**src/rtl/psm_defines.vh**
```
// Purpose: constants for the power save mode controller
// Assumes: 125 MHz mclk_i, APB register access, word-aligned offsets
// Notes:   included by psm_ctrl.v and psm_clkgate.v
//
// What this block does
// - after reset run on system rc, undivided; fll and plls off
// - after reset the core boots from flash address 0x00000000
// - analog supply por always active; it resets the entire chip
// - a wake event returns to the run state held before entry
// - a reset during power save always returns to default run state
// - i/o line configuration is held unchanged in every save mode
// - sleep depth 0..3 stops cpu, ahb, apb/generic, then fast sources
// - depth gating overrides the ahb and apb clock mask registers
// - in light sleep only clocked modules may wake the system
// - enter light sleep on wait-for-interrupt, or on isr exit if flagged
// - leave light sleep on an unmasked interrupt of enough priority
// - wait and retention keep the core domain powered and retained
// - wait and retention stop all clocks but enabled 32 kHz sources
// - backup mode powers off the core domain, keeps backup domain
// - wait and retention wake only on enabled asynchronous sources
`ifndef PSM_DEFINES_VH
`define PSM_DEFINES_VH

// register byte offsets
`define PSM_OFF_CTRL      12'h000
`define PSM_OFF_AHBMASK   12'h004
`define PSM_OFF_APBMASK   12'h008
`define PSM_OFF_STATUS    12'h00C
`define PSM_OFF_RUNSTATE  12'h010
`define PSM_OFF_BOOT      12'h014

// control register fields
`define PSM_CTRL_DEPTH_LSB 0
`define PSM_CTRL_DEPTH_MSB 1
`define PSM_CTRL_RET_BIT   2
`define PSM_CTRL_BKUP_BIT  3
`define PSM_CTRL_OSC32_BIT 4
`define PSM_CTRL_RC32_BIT  5

// reset values
`define PSM_CTRL_RST      6'h00
`define PSM_MASK_RST      32'hFFFFFFFF
`define PSM_RUN_DEFAULT   2'h0
`define PSM_BOOT_ADDR     32'h00000000

// mode codes
`define PSM_M_RUN         3'h0
`define PSM_M_SLEEP       3'h1
`define PSM_M_WAIT        3'h2
`define PSM_M_RET         3'h3
`define PSM_M_BKUP        3'h4

// sleep depth codes
`define PSM_D_CPU         2'h0
`define PSM_D_AHB         2'h1
`define PSM_D_APB         2'h2
`define PSM_D_SRC         2'h3

// core domain power-up settle time in ns, and its cycle count
`define PSM_CLK_NS        8
`define PSM_SETTLE_NS     200
`define PSM_SETTLE_CYC    ((`PSM_SETTLE_NS + `PSM_CLK_NS - 1) / `PSM_CLK_NS)

`endif

```
**src/rtl/psm_clkgate.v**
```verilog
// Purpose: clock-enable decode for each sleep depth and deep mode
// Assumes: enables are levels consumed by glitch-free gates outside
// Notes:   masks from software are anded after the mode decode
`timescale 1ns/1ps
`default_nettype none
`include "psm_defines.vh"

module psm_clkgate (
    input  wire [2:0]  mode_i,      // current power mode
    input  wire [1:0]  depth_i,     // latched sleep depth
    input  wire [31:0] ahb_mask_i,  // per-module ahb clock mask
    input  wire [31:0] apb_mask_i,  // per-module apb clock mask
    input  wire        osc32_en_i,  // 32k crystal enabled beforehand
    input  wire        rc32_en_i,   // 32k rc enabled beforehand
    output wire        cpu_clk_en_o, // cpu clock running
    output wire [31:0] ahb_en_o,    // ahb module clocks
    output wire [31:0] apb_en_o,    // apb module clocks
    output wire        generic_clocks_en_o, // generic clocks
    output wire        fast_src_en_o, // main osc, fast rc, 80m rc, pll, fll
    output wire        sysrc_en_o,  // system rc oscillator
    output wire        osc32_o,     // 32k crystal running
    output wire        rc32_o       // 32k rc running
);
    wire deep;
    wire slp;
    wire bus_run;
    wire apb_run;

    assign deep = (mode_i == `PSM_M_WAIT) || (mode_i == `PSM_M_RET) ||
                  (mode_i == `PSM_M_BKUP);
    assign slp  = (mode_i == `PSM_M_SLEEP);

    // depth thresholds; deep modes stop everything but 32k
    assign cpu_clk_en_o  = (mode_i == `PSM_M_RUN);
    assign bus_run       = !deep && !(slp && depth_i >= `PSM_D_AHB);
    assign apb_run       = !deep && !(slp && depth_i >= `PSM_D_APB);
    assign generic_clocks_en_o = apb_run;
    assign fast_src_en_o = !deep && !(slp && depth_i == `PSM_D_SRC);
    assign sysrc_en_o    = !deep;

    // gating wins over the masks: a set mask bit cannot revive it
    assign ahb_en_o = ahb_mask_i & {32{bus_run}};
    assign apb_en_o = apb_mask_i & {32{apb_run}};

    // 32k sources keep running only if enabled before entry
    assign osc32_o = osc32_en_i;
    assign rc32_o  = rc32_en_i;
endmodule
`default_nettype wire

```
**src/rtl/psm_ctrl.v**
```verilog
// Purpose: power save mode controller with apb register access
// Assumes: core signals are synchronous pulses/levels on mclk_i
// Notes:   the analog por input resets everything, regardless of mode
//
// The placing of the registers and the APB interface to the registers were decided locally.
`timescale 1ns/1ps
`default_nettype none
`include "psm_defines.vh"

module psm_ctrl (
    input  wire        mclk_i,        // system clock
    input  wire        nrst_i,        // synchronous reset, active low
    input  wire        analog_supply_por_n_i, // low while supply below por
    input  wire        ext_reset_n_i, // other reset sources, active low
    // apb slave
    input  wire        psel_i,        // apb select
    input  wire        penable_i,     // apb enable
    input  wire        pwrite_i,      // apb direction
    input  wire [11:0] paddr_i,       // apb byte address
    input  wire [31:0] pwdata_i,      // apb write data
    output wire        pready_o,      // apb ready
    output wire        pslverr_o,     // apb error for unmapped address
    output reg  [31:0] prdata_o,      // apb read data
    // core side
    input  wire        wait_for_interrupt_instr_i, // sleep instruction pulse
    input  wire        isr_exit_i,    // exit from lowest priority isr
    input  wire        sleep_after_isr_i, // sleep-after-isr flag
    input  wire        deep_sleep_i,  // deep-sleep select
    input  wire        irq_wake_i,    // unmasked irq able to enter exception
    input  wire        async_wake_i,  // enabled asynchronous wake source
    input  wire        bkup_wake_i,   // enabled backup-domain wake source
    input  wire [1:0]  run_state_i,   // run state set by software
    input  wire        run_state_we_i, // strobe for run_state_i
    // outputs
    output reg  [1:0]  run_state_o,   // current run state
    output reg  [2:0]  mode_o,        // current power mode
    output reg         core_pwr_en_o, // core domain supply on
    output reg         core_rst_n_o,  // core domain reset, active low
    output reg         io_hold_o,     // freeze i/o line configuration
    output reg  [31:0] boot_addr_o,   // vector fetch address for the core
    output reg         freq_locked_loop_en_o, // fll enable
    output reg         pll_en_o,      // pll enable
    output reg  [3:0]  sysclk_div_o,  // system clock divider, 0 = undivided
    output wire        cpu_clk_en_o,  // cpu clock enable
    output wire [31:0] ahb_en_o,      // ahb module clock enables
    output wire [31:0] apb_en_o,      // apb module clock enables
    output wire        generic_clocks_en_o, // generic clock enable
    output wire        fast_src_en_o, // fast clock sources enable
    output wire        sysrc_en_o,    // system rc oscillator enable
    output wire        osc32_o,       // 32k crystal run
    output wire        rc32_o         // 32k rc run
);
    localparam S_RUN   = 3'h0;
    localparam S_SLEEP = 3'h1;
    localparam S_WAIT  = 3'h2;
    localparam S_RET   = 3'h3;
    localparam S_BKUP  = 3'h4;
    localparam S_PWRUP = 3'h5;

    // the count is worked out as an integer; keep only the counter's bits
    localparam integer SETTLE_FULL = `PSM_SETTLE_CYC;
    localparam [7:0]   SETTLE      = SETTLE_FULL[7:0];

    reg  [2:0]  state;
    reg  [2:0]  next_state;
    reg  [5:0]  ctrl;
    reg  [31:0] ahb_mask;
    reg  [31:0] apb_mask;
    reg  [1:0]  saved_run;
    reg  [1:0]  depth_lat;
    reg  [7:0]  settle_cnt;
    reg         bkup_flag;
    wire        any_rst;
    wire        sleep_req;
    wire        wr;
    wire        rd;

    // choose one mode from the select bits; backup wins
    function [2:0] pick_mode;
        input deep;
        input ret;
        input bkup;
        begin
            if (deep && bkup)
                pick_mode = S_BKUP;
            else if (deep && ret)
                pick_mode = S_RET;
            else if (deep)
                pick_mode = S_WAIT;
            else
                pick_mode = S_SLEEP;
        end
    endfunction

    // register decode used only by the pslverr_o error path
    function mapped;
        input [11:0] a;
        begin
            mapped = (a == `PSM_OFF_CTRL) || (a == `PSM_OFF_AHBMASK) ||
                     (a == `PSM_OFF_APBMASK) || (a == `PSM_OFF_STATUS) ||
                     (a == `PSM_OFF_RUNSTATE) || (a == `PSM_OFF_BOOT);
        end
    endfunction

    // por is never gated by the mode: it always forces full reset
    assign any_rst = !nrst_i || !analog_supply_por_n_i || !ext_reset_n_i;

    // sleep instruction or flagged isr exit starts a save mode
    assign sleep_req = wait_for_interrupt_instr_i ||
                       (isr_exit_i && sleep_after_isr_i);

    // apb: zero wait states, error only on unmapped addresses
    assign wr        = psel_i && penable_i && pwrite_i;
    assign rd        = psel_i && !penable_i && !pwrite_i;
    assign pready_o  = 1'b1;
    assign pslverr_o = psel_i && penable_i && !mapped(paddr_i);

    // next-state logic
    always @* begin
        next_state = state;
        case (state)
            S_RUN: begin
                if (sleep_req)
                    next_state = pick_mode(deep_sleep_i,
                                           ctrl[`PSM_CTRL_RET_BIT],
                                           ctrl[`PSM_CTRL_BKUP_BIT]);
            end
            // only clocked sources reach irq_wake_i in sleep
            S_SLEEP: begin
                if (irq_wake_i)
                    next_state = S_RUN;
            end
            // synchronous irqs are dead here; async sources only
            S_WAIT, S_RET: begin
                if (async_wake_i)
                    next_state = S_RUN;
            end
            S_BKUP: begin
                if (bkup_wake_i)
                    next_state = S_PWRUP;
            end
            S_PWRUP: begin
                if (settle_cnt == 8'h00)
                    next_state = S_RUN;
            end
            default: next_state = S_RUN;
        endcase
    end

    // mode state, run state and power sequencing
    always @(posedge mclk_i) begin
        if (any_rst) begin
            state        <= S_RUN;
            run_state_o  <= `PSM_RUN_DEFAULT;
            saved_run    <= `PSM_RUN_DEFAULT;
            depth_lat    <= `PSM_D_CPU;
            settle_cnt   <= 8'h00;
            bkup_flag    <= 1'b0;
        end else begin
            state <= next_state;
            if (state == S_RUN && next_state != S_RUN) begin
                saved_run <= run_state_o;
                depth_lat <= ctrl[`PSM_CTRL_DEPTH_MSB:`PSM_CTRL_DEPTH_LSB];
            end
            if (next_state == S_PWRUP && state == S_BKUP) begin
                settle_cnt <= SETTLE - 8'h01;
                bkup_flag  <= 1'b1;
            end else if (settle_cnt != 8'h00) begin
                settle_cnt <= settle_cnt - 8'h01;
            end
            // a wake restores the run state held at entry
            if (state != S_RUN && next_state == S_RUN)
                run_state_o <= saved_run;
            else if (state == S_RUN && run_state_we_i)
                run_state_o <= run_state_i;
        end
    end

    // registered power, reset and clock-source outputs
    always @(posedge mclk_i) begin
        if (any_rst) begin
            mode_o                <= `PSM_M_RUN;
            core_pwr_en_o         <= 1'b1;
            core_rst_n_o          <= 1'b0;
            io_hold_o             <= 1'b0;
            boot_addr_o           <= `PSM_BOOT_ADDR;
            freq_locked_loop_en_o <= 1'b0;
            pll_en_o              <= 1'b0;
            sysclk_div_o          <= 4'h0;
        end else begin
            mode_o <= next_state == S_PWRUP ? `PSM_M_BKUP : next_state;
            // core domain stays powered in wait and retention
            core_pwr_en_o <= (next_state != S_BKUP);
            // core held in reset until supply settles after backup
            core_rst_n_o  <= (next_state == S_RUN) ||
                             (core_rst_n_o && next_state != S_PWRUP);
            // i/o config frozen while any save mode is active
            io_hold_o     <= (next_state != S_RUN);
            boot_addr_o   <= `PSM_BOOT_ADDR;
        end
    end

    // apb register writes
    always @(posedge mclk_i) begin
        if (any_rst) begin
            ctrl     <= `PSM_CTRL_RST;
            ahb_mask <= `PSM_MASK_RST;
            apb_mask <= `PSM_MASK_RST;
        end else if (wr) begin
            case (paddr_i)
                `PSM_OFF_CTRL:    ctrl     <= pwdata_i[5:0];
                `PSM_OFF_AHBMASK: ahb_mask <= pwdata_i;
                `PSM_OFF_APBMASK: apb_mask <= pwdata_i;
                default:          ctrl     <= ctrl;
            endcase
        end
    end

    // apb read data, captured in the setup cycle
    always @(posedge mclk_i) begin
        if (any_rst) begin
            prdata_o <= 32'h00000000;
        end else if (rd) begin
            case (paddr_i)
                `PSM_OFF_CTRL:     prdata_o <= {26'h0, ctrl};
                `PSM_OFF_AHBMASK:  prdata_o <= ahb_mask;
                `PSM_OFF_APBMASK:  prdata_o <= apb_mask;
                `PSM_OFF_STATUS:   prdata_o <= {27'h0, bkup_flag, 1'b0, state};
                `PSM_OFF_RUNSTATE: prdata_o <= {30'h0, run_state_o};
                `PSM_OFF_BOOT:     prdata_o <= boot_addr_o;
                default:           prdata_o <= 32'h00000000;
            endcase
        end
    end

    // clock gating decode for the current mode
    psm_clkgate u_gate (
        .mode_i        (mode_o),
        .depth_i       (depth_lat),
        .ahb_mask_i    (ahb_mask),
        .apb_mask_i    (apb_mask),
        .osc32_en_i    (ctrl[`PSM_CTRL_OSC32_BIT]),
        .rc32_en_i     (ctrl[`PSM_CTRL_RC32_BIT]),
        .cpu_clk_en_o  (cpu_clk_en_o),
        .ahb_en_o      (ahb_en_o),
        .apb_en_o      (apb_en_o),
        .generic_clocks_en_o (generic_clocks_en_o),
        .fast_src_en_o (fast_src_en_o),
        .sysrc_en_o    (sysrc_en_o),
        .osc32_o       (osc32_o),
        .rc32_o        (rc32_o)
    );
endmodule
`default_nettype wire

```
**config.mk**
```make
export PLATFORM = sky130hd
export DESIGN_NAME = psm_ctrl
export DESIGN_NICKNAME = d
export VERILOG_FILES = /design/src/rtl/psm_clkgate.v /design/src/rtl/psm_ctrl.v
export VERILOG_INCLUDE_DIRS = /design/src /design/src/rtl
export SDC_FILE = /design/constraint.sdc
export NUM_CORES = 1
export LEC_CHECK = 0
export BUFFER_PORTS_ARGS = -buffer_cell sky130_fd_sc_hd__buf_4
export CAP_MARGIN = 20
export CORE_ASPECT_RATIO = 0.7
export CORE_MARGIN = 2
export CORE_UTILIZATION = 40
export CTS_CLUSTER_DIAMETER = 150
export CTS_CLUSTER_SIZE = 30
export DETAILED_ROUTE_END_ITERATION = 12
export GPL_TIMING_DRIVEN = 0
export PLACE_DENSITY = 0.67
export SLEW_MARGIN = 40
export SYNTH_ARGS = -nofsm -noshare
export SYNTH_HDL_FRONTEND = slang
export SYNTH_SLANG_ARGS = --single-unit
```
**constraint.sdc**
```tcl
create_clock -name mclk_i -period 4.5 [get_ports mclk_i]
set_input_delay 0.225 -clock mclk_i [delete_from_list [all_inputs] [get_ports mclk_i]]
set_output_delay 0.225 -clock mclk_i [all_outputs]
set_load 0.01 [all_outputs]
```
**After elaboration in Yosys (flattened, before gate mapping)**

Cells that the tools add are included.

- Flip-flop bits (word level): 126
- Input bits: 61
- Logic and storage cells: 110
- Output and inout bits: 150

- Equal/unequal tests: 18
- Add/sub/neg operators: 1
- Muxes and demuxes: 15
- Bitwise operators: 2
- Reductions and logical operators: 56
- Magnitude comparators: 2

Operators by type and width:

| cell | count |
|---|---|
| one-hot mux 32 bit (5 select lines) | 1 |
| bitwise AND 32 bit | 2 |
| == test 12 x 4 -> 1 bit (second input constant) | 2 |
| == test 12 x 5 -> 1 bit (second input constant) | 2 |
| 2-to-1 mux 3 bit | 7 |
| logical AND 1 bit | 19 |
| one-hot mux 3 bit (5 select lines) | 1 |
| == test 12 x 3 -> 1 bit (second input constant) | 1 |
| == test 3 x 2 -> 1 bit (second input constant) | 4 |
| == test 3 bit (second input constant) | 4 |
| logical NOT 12 bit | 1 |
| logical OR 1 bit | 11 |
| logical NOT 1 bit | 10 |
| 2-to-1 mux 5 bit | 2 |
| logical NOT 3 bit | 3 |
| logical NOT 8 bit | 1 |
| 2-to-1 mux 2 bit | 4 |
| nonzero test 8 bit | 1 |
| subtractor 8 x 1 -> 8 bit (second input constant) | 1 |
| == test 3 x 1 -> 1 bit (second input constant) | 2 |
| inequality test 3 bit (second input constant) | 2 |
| AND reduction 2 bit | 3 |
| nonzero test 3 bit | 2 |
| OR reduction 2 bit | 3 |
| other kinds (4) | 5 |

**Longest topological paths before layout**

- Depth after elaboration: 8
- Gate-level depth with buffers: 7

**Hierarchy**

From an unflattened synthesis, not the netlist that was laid out.

- Cells, all modules: 812
- Area total of the unflattened synthesis: 6792.8 um2

Modules (own cells, without submodules):

| module | cells an instance | instances | seq. area each (um2) | area each (um2) |
|---|---|---|---|---|
| psm_ctrl | 652 | 1 | 2502.4 | 5730.5 |
| psm_clkgate | 160 | 1 | 0.0 | 1062.3 |

**Least setup slack after synthesis**

Ideal clock, no wire load.

- Path kind: input -> register
- Start: input paddr_i[9]
- End: register ahb_mask[10]
- Required time: 4.363 ns
- Setup slack: 2.600 ns
- Cell stages on the path: 6
- Data arrival time: 1.763 ns
- Cell sequence: or4_4 buf_6 or4_4 buf_6 o21ai_1 nand3_1

- Word-level cells in the longest chain between the ends: 2

Ends and longest elaborated chain:

| what | RTL line | source |
|---|---|---|
| from (decl) | psm_ctrl.v:19 | `input wire [11:0] paddr_i,` |
| == test 12 x 3 -> 1 bit | psm_ctrl.v:210 | `case (paddr_i)` |
| AND reduction 2 bit (no source line) | -- |  |
| to (signal assigned) | psm_ctrl.v:207 | `` ahb_mask <= `PSM_MASK_RST; `` |
| to (signal assigned) | psm_ctrl.v:212 | `` `PSM_OFF_AHBMASK: ahb_mask <= pwdata_i; `` |
| to (decl) | psm_ctrl.v:67 | `reg [31:0] ahb_mask;` |

Every way passes these cells.
A chain may end at the register's enable or synchronous reset.

**Worst setup path after layout**

- Start: register mode_o[2]
- End: output ahb_en_o[26]

- Word-level cells in the longest chain between the ends: 6

Ends and longest elaborated chain:

| what | RTL line | source |
|---|---|---|
| from (decl) | psm_ctrl.v:36 | `output reg [2:0] mode_o,` |
| from (signal assigned) | psm_ctrl.v:182 | `` mode_o <= `PSM_M_RUN; `` |
| from (signal assigned) | psm_ctrl.v:191 | `` mode_o <= next_state == S_PWRUP ? `PSM_M_BKUP : next_state; `` |
| == test 3 x 2 -> 1 bit (no source line) | -- |  |
| logical OR 1 bit (2 in a row) | psm_clkgate.v:29 | `` assign deep = (mode_i == `PSM_M_WAIT) \|\| (mode_i == `PSM_M_RET) \|\| `` |
| logical NOT 1 bit | psm_clkgate.v:35 | `` assign bus_run = !deep && !(slp && depth_i >= `PSM_D_AHB); `` |
| logical AND 1 bit (*) | psm_clkgate.v:35 |  |
| bitwise AND 32 bit (*) | psm_clkgate.v:42 | `assign ahb_en_o = ahb_mask_i & {32{bus_run}};` |
| to (decl) | psm_ctrl.v:45 | `output wire [31:0] ahb_en_o,` |

Mark *: on every way between the ends. The rest lies on a longest branch, timed or not.

==> metrics.log <==
INFO  metric status = finished clean
INFO  metric die_w = 151 um
INFO  metric antenna_found_initial = 0
INFO  metric postCtsSetupBuffers = 0
INFO  metric synth-edff-count = 0
INFO  metric critical_path_arrival = 2.39 ns
INFO  metric worst_skew_pair.late_latency = 0.42 ns
INFO  metric min_path_type = primary input to flip-flop
INFO  metric cell_at_the_root_of_the_clock_tree = clkbuf_16
INFO  metric main_combinational_cell_family_by_area_after_synthesis = simple AND/OR/NAND/NOR gates
INFO  metric synth.yosys.warnings = 0
INFO  metric synth-compound-area-share = 16.8%
INFO  metric power_frac_comb = 13.3%
INFO  metric post_cts_resize_count = 0
INFO  metric synth.top_cell.area_share = 41.7%
INFO  metric tritoncts = built
INFO  metric drt_iter0_markers = 440
INFO  metric crit_fanout = 10
INFO  metric clock_path_buffers = 2
INFO  metric detail_route.first_pass.iterations = 5
INFO  metric area_enclosed_by_the_die_boundary = 0.0161 sq mm
INFO  metric cts_inserted_buffers = 17
INFO  metric finClkSkew = 0.00951 ns
INFO  metric final_layout_size_suffix_gt1_share = 28.5%
INFO  metric post_synth_most_frequent_cells = nand3_1 (138), dfxtp_1 (126), o21ai_1 (76), and2_1 (62), buf_4 (42)
INFO  metric max_freq = 0.382 GHz
INFO  metric number_of_clock_sinks_seen_by_cts = 126
INFO  metric p_leak = 0.00324 uW
INFO  metric pin_count_of_the_biggest_net_entering_global_routing = 17
INFO  metric port-buffer-count = 170
INFO  metric max-slew-margin-rel = 50.2%
INFO  metric netlist_instances = 737
INFO  metric antenna_left = 0
INFO  metric async_set_reset_flop_share_out_of_synthesis = 0%
INFO  metric layout_worst_path_cycle_share = 58.2%
INFO  metric max-cap-violations = 0
INFO  metric critical_path_class = flip-flop to output pin
INFO  metric hpwlAfterDp = 14.6 mm
INFO  metric sequential_area_share_after_synthesis = 41.7%
INFO  metric timing.final.max_slew_violations = 0
INFO  metric global_route_wire_length_before_repair = 30.0 mm
INFO  metric setup.worst_path.end_class = output pin
INFO  metric finalSetupViolCount = 0
INFO  metric wl_per_cell = 16.7 um
INFO  metric core = 0.0147 sq mm
INFO  metric post_synth_fa_ha_maj_area_fraction = 0.414%
INFO  metric avgSynthCellArea = 8.20 sq um
INFO  metric synth.cell_area = 0.00605 sq mm
INFO  metric synth.ff_latch_count = 126
INFO  metric multiInputGateArea = 0.00305 sq mm
INFO  metric floorplan.initialDensity = 41.1%
INFO  metric synthTopCellsByArea = dfxtp_1 (42%), nand3_1 (11%), and2_1 (6.4%)
INFO  metric power_report.internal_total = 2140 uW
INFO  metric die_height = 107 um
INFO  metric fillerInstances = 1417
INFO  metric pwr-share-clk = 47.1%
INFO  metric cts.htree.levels = 4
INFO  metric gpl.final_weighted_congestion = 0.864
INFO  metric worst_setup_hold_path_clk_slew = 0.06 ns
INFO  metric crit_required = 4.28 ns
INFO  metric post-route-util = 56.5%
INFO  metric total_power_per_unit_cell_area = 349 mW/mm^2
INFO  metric route.detailed.vias_per_inst = 5.18
INFO  metric synth.distinct_cells = 48
INFO  metric ctsHoldBuffers = 0
INFO  metric final_critical_delay_including_setup_and_external_delays = 2.62 ns
INFO  metric power.switching_fraction = 26.2%
INFO  metric yosysMostFrequentCell = nand3_1
INFO  metric synth_xor_xnor_area_share = 0.869%
INFO  metric seq_power_share = 39.6%
INFO  metric worst_tran_pin_value = 0.736 ns
INFO  metric synth_simple_gate_area_share = 27.2%
INFO  metric final_hold_viol_count = 0
INFO  metric fin_tns_setup = 0 ns
INFO  metric area.sequential = 0.00252 sq mm
INFO  metric num_vias = 6063
INFO  metric number_of_global_route_vias_before_repair = 5636
INFO  metric synth.area.mux_share = 2.40%
INFO  metric synth_area_leader_cell = dfxtp_1
INFO  metric pin_count = 211
INFO  metric finalWirelength = 19.6 mm
INFO  metric rsz0062_at_grt = false
INFO  metric nets = 1026
INFO  metric global_route.usage.total = 24.2%
INFO  metric areaGrowthSynthToFinish = 37.5%
INFO  metric synth_flop_cell = dfxtp_1
INFO  metric core.rowCount = 37
INFO  metric antennaDiodeCount = 0
INFO  metric worstSetupStartpointType = flip-flop
INFO  metric post-route-drc-count = 0
INFO  metric power_dissipated_by_switching_net_loads = 760 uW
INFO  metric globalRoute.totalOverflow = 0
INFO  metric ir_drop = 202 uV
## state kept, by name, summed over array words and instances (netlist names)
name	flops
prdata_o	32
ctrl	6
settle_cnt	8
ahb_mask	32
core_pwr_en_o	1
run_state_o	2
state	3
io_hold_o	1
saved_run	2
depth_lat	2
mode_o	3
bkup_flag	1
core_rst_n_o	1
apb_mask	32
## critical path: stages (launching register included)
cell,delay (ns)
dfxtp_1,0.41
inv_1,0.09
nor3_1,0.50
nor2_1,0.31
clkbuf_1,0.29
and2_1,0.23
buf_4,0.14
## through the flow
step	cells	worst slack (ns)	cell area [sq um]	total power (uW)	hold slack [ns]
finish	1171	1.88	8310	2900	0.0491
global route	1171	1.59	8310	3010	0.0484
CTS	1171	1.87	8310	2910	0.0444
detailed placement	1139	2.14	7720	1550	0.442
global placement	1139	2.13	7700	1540	0.439
floorplan	774	2.60	6180	1420	0.373
## cells by family (layout without fill, tap and decap cells)
logic type	count (synthesis)	after routing
buffers and inverters	110	312
DFF	126	126
muxes	12	12
xor gates and xnor gates	6	6
other	2	39
adders and majority gates	2	2
and+or+nand+nor	301	301
AOI/OAI and AO/OA	178	178
## layout by cell type, fill, tap and decap left out, types with 6 or more instances in the layout
master and count:
buf_4 212, nand3_1 138, dfxtp_1 126, o21ai_1 76, and2_1 62, clkbuf_1 41
conb_1 39, nand2_1 35, o21ai_0 33, a22oi_1 26, a21oi_1 24, nor2_1 20
clkbuf_16 17, buf_2 13, mux2i_1 10, inv_1 9, nor3_1 8, buf_6 6
## final timing paths
path | cells after the start | slack (ns) | start | to
setup / recovery | 6 | 1.88 | mode_o[2] | ahb_en_o[26]
hold / removal | 3 | 0.05 | pwdata_i[16] | apb_mask[16]
setup reg to reg | 5 | 2.51 | state[0] | run_state_o[1]
hold reg to reg | 2 | 0.45 | prdata_o[30] | prdata_o[30]
## metal layers
layer,wire [um],vias to the layer above,global-route usage [%]
li1,-,2987,-
met1,9340,2804,35.6
met2,8290,250,34.2
met3,1700,22,7.02
met4,235,0,6.54
met5,0,-,0
## power groups by stage
stage | logic [uW] | registers (uW) | clock network (uW)
finish | 385 | 1150 | 1370
global route | 422 | 1150 | 1430
CTS | 383 | 1150 | 1380
detailed placement | 380 | 1170 | 0
global placement | 373 | 1170 | 0
floorplan | 256 | 1170 | 0
## final cells by class
class	instances	share of cell area (%)
multi-input combinational	538	36.7
inverter	9	0.406
buffer	101	7.19
tap	195	2.93
sequential	126	30.3
clock inverter	14	1.91
clock buffer	18	5.16
timing repair buffer	170	15.4
No activity file was read; power rests on OpenSTA's default activity.
